`src/rtl/cbag_defines.vh`:
```
// constants for the circular / bit-reverse address generator and bus exchange
// assumes a single processor clock; no software-visible registers on a bus
//
// Contract
// RULE_01: circular next index is modulo-wrapped offset plus base
// RULE_02: index and length unsigned, modify signed
// RULE_03: program keeps modify magnitude below buffer length
// RULE_04: buffer base aligned to covering power of two
// RULE_05: modify is 14-bit two's complement
// RULE_06: wrap keeps correct offset without direct hit
// RULE_07: only first generator may reverse addresses
// RULE_08: reversal mirrors 14-bit address about bits 6/7
// RULE_09: mode bit enables reversal until cleared
// RULE_10: written-back index stays in normal order
// RULE_11: program sets modify to 2^(14-N) for N bits
// RULE_12: exchange moves upper 16 program bits, extension 8
// RULE_13: extension register writable and readable by moves
// RULE_14: dual read routes program upper bits to Y path
// RULE_15: zero length gives linear, nonzero gives circular
// RULE_16: access uses old index, then index plus modify
// RULE_17: 14-bit regs; read zero-pad index/length, sign-extend modify
// RULE_18: index pairs only with own generator's modify registers
// RULE_19: base is index with low n bits cleared
// RULE_20: linear results wrap modulo 14 bits silently
`ifndef CBAG_DEFINES_VH
`define CBAG_DEFINES_VH
`define CBAG_AW 14
`define CBAG_DW 16
`define CBAG_PW 24
`define CBAG_XW 8
`define CBAG_REG_IDX 2'h0
`define CBAG_REG_MOD 2'h1
`define CBAG_REG_LEN 2'h2
`define CBAG_XREG_RST 8'h00
`define CBAG_BITREV_RST 1'b0
`endif

```
`src/rtl/cbag_top.v`:
```
// two data address generators with modulo logic, bit-reverse on the first only, plus program/data bus exchange
// assumes the sequencer presents one access per generator per cycle; register moves are strobes
`timescale 1ns/1ps
`include "cbag_defines.vh"

module cbag_gen #(
    parameter AW = 14,
    parameter REV_OK = 0
) (
    input wire clk,
    input wire arst_n,
    input wire acc_en,
    input wire [1:0] acc_idx_sel,
    input wire [1:0] acc_mod_sel,
    input wire rev_en,
    output reg [AW-1:0] addr_q,
    output reg addr_vld_q,
    input wire wr_en,
    input wire [1:0] wr_kind,
    input wire [1:0] wr_sel,
    input wire [15:0] wr_data,
    input wire [1:0] rd_kind,
    input wire [1:0] rd_sel,
    output reg [15:0] rd_data
);
    // no reset values for the register files; contents are random after reset
    reg [AW-1:0] idx_q [0:3];
    reg [AW-1:0] mod_q [0:3];
    reg [AW-1:0] len_q [0:3];
    reg [AW-1:0] cur_i;
    reg [AW-1:0] cur_m;
    reg [AW-1:0] cur_l;
    reg [AW-1:0] lin;
    reg [AW-1:0] mask;
    reg [AW-1:0] base;
    reg [AW:0] off;
    reg [AW:0] wrapped;
    reg [AW-1:0] next_i;
    reg [AW-1:0] rev;
    integer k;

    always @* begin
        cur_i = idx_q[acc_idx_sel];
        cur_m = mod_q[acc_mod_sel]; // RULE_18
        cur_l = len_q[acc_idx_sel];
        lin = cur_i + cur_m; // RULE_20 RULE_05
        // mask covers the smallest power of two not below the length
        mask = cur_l - {{(AW-1){1'b0}}, 1'b1};
        for (k = 1; k < AW; k = k + 1) begin
            mask = mask | (mask >> k);
        end
        base = cur_i & ~mask; // RULE_19 RULE_04
        // offset is signed: unsigned index and length, signed modify
        off = {1'b0, cur_i - base} + {cur_m[AW-1], cur_m}; // RULE_02
        if (off[AW]) begin
            wrapped = off + {1'b0, cur_l}; // RULE_06
        end else if (off >= {1'b0, cur_l}) begin
            wrapped = off - {1'b0, cur_l}; // RULE_06
        end else begin
            wrapped = off;
        end
        if (cur_l == {AW{1'b0}}) begin
            next_i = lin; // RULE_15
        end else begin
            next_i = wrapped[AW-1:0] + base; // RULE_01
        end
        for (k = 0; k < AW; k = k + 1) begin
            rev[k] = cur_i[AW-1-k]; // RULE_08
        end
    end

    always @(posedge clk or negedge arst_n) begin
        if (!arst_n) begin
            addr_q <= {AW{1'b0}};
            addr_vld_q <= 1'b0;
        end else begin
            addr_vld_q <= acc_en;
            if (acc_en) begin
                addr_q <= (REV_OK != 0 && rev_en) ? rev : cur_i; // RULE_16 RULE_07 RULE_09
            end
        end
    end

    always @(posedge clk) begin
        if (wr_en && wr_kind == `CBAG_REG_MOD) begin
            mod_q[wr_sel] <= wr_data[AW-1:0]; // RULE_17
        end
        if (wr_en && wr_kind == `CBAG_REG_LEN) begin
            len_q[wr_sel] <= wr_data[AW-1:0];
        end
        if (wr_en && wr_kind == `CBAG_REG_IDX) begin
            idx_q[wr_sel] <= wr_data[AW-1:0];
        end else if (acc_en) begin
            idx_q[acc_idx_sel] <= next_i; // RULE_16 RULE_10
        end
    end

    always @* begin
        case (rd_kind)
            `CBAG_REG_IDX: rd_data = {{(16-AW){1'b0}}, idx_q[rd_sel]}; // RULE_17
            `CBAG_REG_MOD: rd_data = {{(16-AW){mod_q[rd_sel][AW-1]}}, mod_q[rd_sel]}; // RULE_17
            `CBAG_REG_LEN: rd_data = {{(16-AW){1'b0}}, len_q[rd_sel]};
            default: rd_data = 16'h0000;
        endcase
    end
endmodule

module cbag_top #(
    parameter AW = 14
) (
    // clock and reset
    input wire clk,
    input wire arst_n,
    // mode status register bit for reversal
    input wire bitrev_mode,
    // first generator access
    input wire g1_acc_en,
    input wire [1:0] g1_idx_sel,
    input wire [1:0] g1_mod_sel,
    output wire [AW-1:0] g1_addr,
    output wire g1_addr_vld,
    // second generator access
    input wire g2_acc_en,
    input wire [1:0] g2_idx_sel,
    input wire [1:0] g2_mod_sel,
    output wire [AW-1:0] g2_addr,
    output wire g2_addr_vld,
    // generator register moves over the data bus
    input wire dag_wr_en,
    input wire dag_wr_gen,
    input wire [1:0] dag_wr_kind,
    input wire [1:0] dag_wr_sel,
    input wire [15:0] dag_wr_data,
    input wire dag_rd_gen,
    input wire [1:0] dag_rd_kind,
    input wire [1:0] dag_rd_sel,
    output wire [15:0] dag_rd_data,
    // program/data bus exchange
    input wire [23:0] pgm_bus_rd_data,
    input wire pm_data_rd,
    input wire dual_rd,
    input wire [15:0] data_bus_wr_data,
    input wire ext_wr_en,
    output reg [15:0] data_bus_from_pgm_q,
    output wire [15:0] ext_rd_data,
    output wire [23:0] pgm_bus_wr_data,
    output reg [15:0] y_operand_q,
    output reg y_operand_vld_q
);
    reg [7:0] ext_q;
    wire [15:0] g1_rd;
    wire [15:0] g2_rd;
    // mode bit resampled into a register every cycle; reversal follows it one cycle later
    reg bitrev_q;

    always @(posedge clk or negedge arst_n) begin
        if (!arst_n) begin
            bitrev_q <= `CBAG_BITREV_RST;
        end else begin
            bitrev_q <= bitrev_mode; // RULE_09
        end
    end

    cbag_gen #(.AW(AW), .REV_OK(1)) u_first (
        .clk(clk),
        .arst_n(arst_n),
        .acc_en(g1_acc_en),
        .acc_idx_sel(g1_idx_sel),
        .acc_mod_sel(g1_mod_sel),
        .rev_en(bitrev_q),
        .addr_q(g1_addr),
        .addr_vld_q(g1_addr_vld),
        .wr_en(dag_wr_en && !dag_wr_gen),
        .wr_kind(dag_wr_kind),
        .wr_sel(dag_wr_sel),
        .wr_data(dag_wr_data),
        .rd_kind(dag_rd_kind),
        .rd_sel(dag_rd_sel),
        .rd_data(g1_rd)
    );

    cbag_gen #(.AW(AW), .REV_OK(0)) u_second (
        .clk(clk),
        .arst_n(arst_n),
        .acc_en(g2_acc_en),
        .acc_idx_sel(g2_idx_sel),
        .acc_mod_sel(g2_mod_sel),
        .rev_en(1'b0),
        .addr_q(g2_addr),
        .addr_vld_q(g2_addr_vld),
        .wr_en(dag_wr_en && dag_wr_gen),
        .wr_kind(dag_wr_kind),
        .wr_sel(dag_wr_sel),
        .wr_data(dag_wr_data),
        .rd_kind(dag_rd_kind),
        .rd_sel(dag_rd_sel),
        .rd_data(g2_rd)
    ); // RULE_07

    assign dag_rd_data = dag_rd_gen ? g2_rd : g1_rd;

    always @(posedge clk or negedge arst_n) begin
        if (!arst_n) begin
            ext_q <= `CBAG_XREG_RST;
            data_bus_from_pgm_q <= 16'h0000;
            y_operand_q <= 16'h0000;
            y_operand_vld_q <= 1'b0;
        end else begin
            y_operand_vld_q <= pm_data_rd && dual_rd;
            if (ext_wr_en) begin
                ext_q <= data_bus_wr_data[7:0]; // RULE_13
            end else if (pm_data_rd) begin
                ext_q <= pgm_bus_rd_data[7:0]; // RULE_12
            end
            if (pm_data_rd && dual_rd) begin
                y_operand_q <= pgm_bus_rd_data[23:8]; // RULE_14
            end else if (pm_data_rd) begin
                data_bus_from_pgm_q <= pgm_bus_rd_data[23:8]; // RULE_12
            end
        end
    end

    assign ext_rd_data = {8'h00, ext_q}; // RULE_13
    assign pgm_bus_wr_data = {data_bus_wr_data, ext_q}; // RULE_12
endmodule

```
`config.mk`:
```
export PLATFORM = sky130hd
export DESIGN_NAME = cbag_top
export DESIGN_NICKNAME = d
export VERILOG_FILES = /design/src/rtl/cbag_top.v
export VERILOG_INCLUDE_DIRS = /design/src /design/src/rtl
export SDC_FILE = /design/constraint.sdc
export NUM_CORES = 1
export LEC_CHECK = 0
export ABC_CLOCK_PERIOD_IN_PS = 12600
export BUFFER_PORTS_ARGS = -buffer_cell sky130_fd_sc_hd__buf_2
export CORE_MARGIN = 2
export CORE_UTILIZATION = 55
export CTS_CLUSTER_SIZE = 12
export DETAILED_ROUTE_END_ITERATION = 16
export GPL_TIMING_DRIVEN = 0
export PLACE_DENSITY = 0.77
export REMOVE_ABC_BUFFERS = 1
export SLEW_MARGIN = 30
export SYNTH_ARGS = -nofsm -noshare
export SYNTH_HDL_FRONTEND = slang
export SYNTH_SLANG_ARGS = --single-unit
```
`constraint.sdc`:
```
create_clock -name clk -period 12.6 [get_ports clk]
set_clock_uncertainty 0.1 [all_clocks]
set_input_delay 1.26 -clock clk [delete_from_list [all_inputs] [get_ports clk]]
set_output_delay 1.26 -clock clk [all_outputs]
set_load 0.03 [all_outputs]
```
# Word-level counts from Yosys, hierarchy flattened
# Memory sizes are Yosys's and may differ from the RTL's.
# Index checks and enable logic that the tools add are counted.
# totals
memories	6
register_bits	72
ramBits	336
out_inout_bits	119
# mem_list
memory	depth	word_bits	rd	rd_ports_with_merged_regs	write_ports	line_no	rtl
u_first.idx_q	4	14	2	0	1	cbag_top.v:27	reg [AW-1:0] idx_q [0:3];
u_first.len_q	4	14	2	0	1	cbag_top.v:29	reg [AW-1:0] len_q [0:3];
u_first.mod_q	4	14	2	0	1	cbag_top.v:28	reg [AW-1:0] mod_q [0:3];
u_second.idx_q	4	14	2	0	1	cbag_top.v:27	
u_second.len_q	4	14	2	0	1	cbag_top.v:29	
u_second.mod_q	4	14	2	0	1	cbag_top.v:28	
# classes
n_bitwise	31
reduce_logical	18
muxes	36
order_cmp	2
n_addsub	14
eq_ne	4
# op_table
cell	n
$mux 14	9
$pmux 16 s3	2
$add 14x14->14	6
$sub 14x14->14	4
$add 14x15->15	2
$ge 15x14->1	2
$and 14x14->14	2
$logic_not 14->1	2
$not 14->14	2
$or 14x1->14	2
$or 14x10->14	2
$or 14x11->14	2
$or 14x12->14	2
$or 14x13->14	2
$or 14x2->14	2
$or 14x3->14	2
$or 14x4->14	2
$or 14x5->14	2
$or 14x6->14	2
$or 14x7->14	2
$or 14x8->14	2
$or 14x9->14	2
$reduce_or 14->1	2
$sub 14x1->14 const B	2
other kinds (12)	44

# Logic depth before layout (Yosys ltp)
# An unclocked memory read counts as a cell.
# depth
ltp_word	25
mapped_depth	50

# Modules after synthesis
# Synthesis repeated with hierarchy kept, for this count alone.
# hier_totals
cells_unflattened	2287
hier_area_um2	27162.3
# by_module_without_submodules
module	cells_each	area_per_inst_um2	n_inst	seq_area_each_um2
cbag_gen at u_second	1068	12534.5	1	5420.2
cbag_gen at u_first	1060	12510.7	1	5420.2
cbag_top	159	2117.0	1	1051.0

# Worst setup path after synthesis
# OpenSTA, ideal clock, no wires.
# synth_path
path_type	input port to flip-flop
start	input port g1_idx_sel[0]
end	memory u_first.idx_q[0][12] (data pin)
arrival_time_ps	11343
setup_time_ps	281
path_slack_ps	875
n_path_buf	4
required_ps	12219
path_stages	48
cell_sequence	buf_6 -> buf_6 -> mux4_2 -> inv_1 -> ha_1 -> inv_1 -> nor3_1 -> nand2_1 -> a311oi_1 -> nor4_1 -> nand4_1 -> o21ai_0 -> ha_1 -> or2_2 -> o31ai_2 -> o2111ai_2 -> xor2_1 -> ha_1 -> (+12 left out) -> nor3_1 -> nor2_1 -> a32oi_1 -> nand2b_1 -> clkbuf_1 -> o21ai_0 -> ha_1 -> fa_1 -> a21o_1 -> a21oi_1 -> o21bai_1 -> a21oi_1 -> o21bai_1 -> a211o_1 -> a2111oi_0 -> nor2_1 -> a221oi_1 -> o31ai_1
# synth_via
elab_chain_len	25
elab_cells_between_ends	30
classes_between	add/sub (7); order compare (1); mux (4); bitwise (15); reduce/logical (1); memory (2)
# synth_lines
element	line_no	rtl
start: declaration	cbag_top.v:118	input wire [1:0] g1_idx_sel,
$mem_v2 4x14	-	
$sub 14x1->14	cbag_top.v:48	mask = cur_l - {{(AW-1){1'b0}}, 1'b1};
$or 14x13->14	cbag_top.v:50	mask = mask | (mask >> k);
$or 14x12->14	cbag_top.v:50	
$or 14x11->14	cbag_top.v:50	
$or 14x10->14	cbag_top.v:50	
$or 14x9->14	cbag_top.v:50	
$or 14x8->14	cbag_top.v:50	
(+9 left out)	-	
$sub 14x14->14	cbag_top.v:54	off = {1'b0, cur_i - base} + {cur_m[AW-1], cur_m};
$add 14x15->15	cbag_top.v:54	
$sub 14x14->14 / $ge 15x14->1 (equally long branches)	cbag_top.v:58, cbag_top.v:57	
$mux 14	cbag_top.v:57	end else if (off >= {1'b0, cur_l}) begin
$mux 14	cbag_top.v:55	if (off[AW]) begin
$add 14x14->14	cbag_top.v:65	next_i = wrapped[AW-1:0] + base;
$mux 14 (*)	cbag_top.v:62	if (cur_l == {AW{1'b0}}) begin
$mux 14 (no line) (*)	-	
end: declaration	cbag_top.v:27	
# Mark *: on every way between the ends. The rest lies on a longest branch, timed or not.

# Worst setup path in the final report
# layout_path
start	input port g1_idx_sel[1]
end	memory u_first.idx_q[0][12] (data pin)
# The elaborated chain is that of the path after synthesis.

==> metrics <==
Core ar. roughly 48000 µm²; Skew-Pair Late Insertion Delay 590 ps; Slew HR 0.328; Int Power between 2000 and 3000 µW; Cell Area, Synth approximately 27000 µm²; R2R Setup Slk roughly 1300 ps; Util after Layout 0.619; final wirelength a little under 80 mm; adder-cell share of the synthesized area 0.0729; Hold Path Depth 1; Flop pwr share 0.345; asr flop ratio synth 0.176; R2R cell count 44; # setup viols final 0; # IOs roughly 200; Vias/cell a little under 7; CTS Buf Count 43; residual DRC count 0; global-route wire length before repair 118 mm; combinational power share 0.408; Worst EP required ~13000 ps; xor/xnor share of the synthesized area 0.0272; post-synth top area share 0.377; Sw Ratio 0.377; CP Class input port to flop; EDFF count, synth ~340; FF+latch count, synth 408; P&R area growth vs syn 10.7%; ys flop type edfxtp_1; complex-gate fraction of the synthesized area 0.127; fin. max-slew vios 0; final instance area slightly below 30000 µm²; GR Overflow Total 0; worst slew pin tran around 1000 ps; Post-Synthesis Cells about 2300; reg2reg start u_first.len_q[3][1]; Yosys top cell by area edfxtp_1; first-iteration detailed-routing DRC count 2776; net switching power between 1500 and 2000 µW; DIE WIDTH 225 µm; post-route setup TNS 0 ps; largest cells by area after synthesis edfxtp_1 38%, mux4_2 14%, dfrtp_1 6.7%; final-report hold violation count 0; initial antenna violation count 0; largest net degree at the start of global routing between 50 and 60; # placed instances about 3000; VDD IR max approximately 0.16 mV; crit start category input port; CTS tree built; hold slack about 400 ps; DP HPWL 57.2 mm; simple-gate share of the synthesized area 0.109; drt pass-1 iters 6; routability cong. between 0.9 and 1; Die Y between 200 and 250 µm; Initial Util 0.559; Hold Path End y_operand_q[8]; library cells used by synthesis between 90 and 100; Max Cap Violations 0; Max Clock Freq 83.3 MHz; average size of a mapped cell roughly 12 µm²; Crit. End Element flop; clock share of power 0.247; Wirelength per Cell 26.2 µm; CTS H-tree lvls 2; total track usage 0.311; Tmin final between 10000 and 15000 ps; clk slew on worst S/H paths about 60 ps; Port Buffer Count roughly 180; Critical Path AT between 10000 and 15000 ps; Vias 20723; Crit path top cell by count a21oi_1; Final Cycle Share 0.953; largest family of logic cells by synthesized area multiplexers; clk root buf clkbuf_16; buffer depth of the longest clock path 3; vias in the first global route about 20000; Largest stage delay, worst path slightly below 500 ps; Power Density roughly 160 nW/µm²; mux contribution to synthesized area 0.178; # rows 80; die area about 50000 µm²; Crit-path slowest cell or3_1; post-placement cell area between 20000 and 30000 µm²; share of cells above drive strength 1 0.230; Routed Antenna Nets 0; Hold Crit Start y_operand_q[8]; Reg-to-Reg End u_first.idx_q[0][12]; leakage power about 0.011 µW; fin cells about 3000; Hold Crit Class flop to flop; NumNets Final ~2600; Num Clock Sinks between 400 and 500; status finished clean; sequential area share after synthesis 0.444; hold buffers post-CTS 0; Worst Path Max Fanout 32; Yosys warning count 0
## cell usage in the layout (no fill, tap or decap), drive strengths merged, types with 9 or more instances in the layout
| master | instances |
|---|---|
| edfxtp | 336 |
| nor3 | 59 |
| and2 | 19 |
| dfrtp | 72 |
| o21a | 10 |
| clkinv | 12 |
| mux2i | 46 |
| mux4 | 168 |
| o31ai | 11 |
| o21bai | 29 |
| mux2 | 47 |
| and3 | 17 |
| inv | 105 |
| nor2b | 36 |
| nor4 | 17 |
| xor2 | 29 |
| conb | 10 |
| o211ai | 9 |
| clkbuf | 58 |
| nor2 | 179 |
| or3 | 21 |
| o22ai | 41 |
| a31oi | 18 |
| a21oi | 173 |
| ha | 140 |
| a211oi | 15 |
| nand2 | 125 |
| o21ai | 129 |
| xnor2 | 54 |
| a21o | 26 |
| or2 | 17 |
| fa | 10 |
| nand3 | 37 |
| nand2b | 15 |
| nand4 | 15 |
| buf | 206 |
## critical path: cells and delay by family
kind                       cells  cell delay, ps
muxes                          1             480
and+or+nand+nor               16            3680
AOI/OAI and AO/OA             18            3960
adders and majority gates      6            1820
xor gates and xnor gates       1             220
buffers and inverters          3             720
## cell type report
class | count | area (µm²)
Antenna cell | 1 | 2.50
Clock buffer | 58 | 1140
Clock inverter | 14 | 83.8
Fill cell | 3674 | 18200
Inverter | 103 | 388
Multi-Input combinational cell | 1635 | 14100
Sequential cell | 408 | 11900
Tap cell | 615 | 769
Timing Repair Buffer | 206 | 1250
## cells in the mapped netlist (15+ instances only)
cell type,count
o21ai_0,129
a31oi_1,18
mux2_2,47
clkbuf_1,83
dfrtp_1,72
buf_4,35
nand4_1,15
nor2b_1,36
o22ai_1,41
mux2i_1,46
a21oi_1,173
xor2_1,29
edfxtp_1,336
o21bai_1,29
ha_1,140
and3_1,17
or3_1,21
nor2_1,179
inv_1,102
a21o_1,26
and2_1,17
xnor2_1,54
nand3_1,37
nand2_1,124
mux4_2,168
nor3_1,57
or2_2,16
## registers in the layout, indices dropped and copies added, names as in the netlist, 8 cells and up
register,count
u_first.idx_q,56
u_second.addr_q,14
u_first.mod_q,56
data_bus_from_pgm_q,16
y_operand_q,16
u_second.idx_q,56
u_first.addr_q,14
u_second.len_q,56
u_first.len_q,56
ext_q,8
u_second.mod_q,56
## power by group through the flow
stage	clock network (µW)	logic, µW	registers, µW
floorplan	0	1200	1700
global placement	0	1760	1630
detailed placement	0	1810	1640
CTS	1160	1820	1610
global route	1210	2050	1620
finish	1150	1900	1610
## metrics by stage
stage	setup WS (ps)	total power [µW]
3_5_place_dp	-1370	3440
2_1_floorplan	1380	2900
4_1_cts	51.5	4600
5_1_grt	-12.7	4880
6_report	588	4670
3_3_place_gp	-1730	3390
## timing repair
action	in CTS	in global routing
cloned	0	1
gates resized for setup	11	27
pin swaps	1	3
endpoints found under the setup margin	40	60
setup buffers	0	5
## logic make-up (layout without fill, tap and decap cells)
| logic type | Yosys count | in the layout |
|---|---|---|
| buffers and inverters | 244 | 381 |
| multiplexers | 261 | 261 |
| XOR/XNOR | 83 | 83 |
| other | 2 | 11 |
| flip-flops | 408 | 408 |
| AND/OR/NAND/NOR | 588 | 589 |
| AO/OA/AOI/OAI | 542 | 542 |
| adder cells (fa/ha/maj) | 150 | 150 |
## worst max-delay path by stage
stage	start	endpoint
after floorplan	g1_idx_sel[0]	u_first.idx_q[0][12]
after global placement	g1_idx_sel[0]	u_first.idx_q[2][12]
after detailed placement	g1_idx_sel[0]	u_first.idx_q[2][12]
after CTS	g1_idx_sel[0]	u_first.idx_q[2][12]
after global routing	g1_idx_sel[0]	u_first.idx_q[1][12]
final	g1_idx_sel[1]	u_first.idx_q[0][12]
## per-layer routing
layer | wire length, µm | track usage | share of wire
met3 | 9060 | 0.0588 | 0.11
met2 | 36500 | 0.486 | 0.46
met1 | 30800 | 0.437 | 0.39
met4 | 3170 | 0.117 | 0.040
met5 | 0 | 0 | 0
Power figures use the tool's default switching activity.
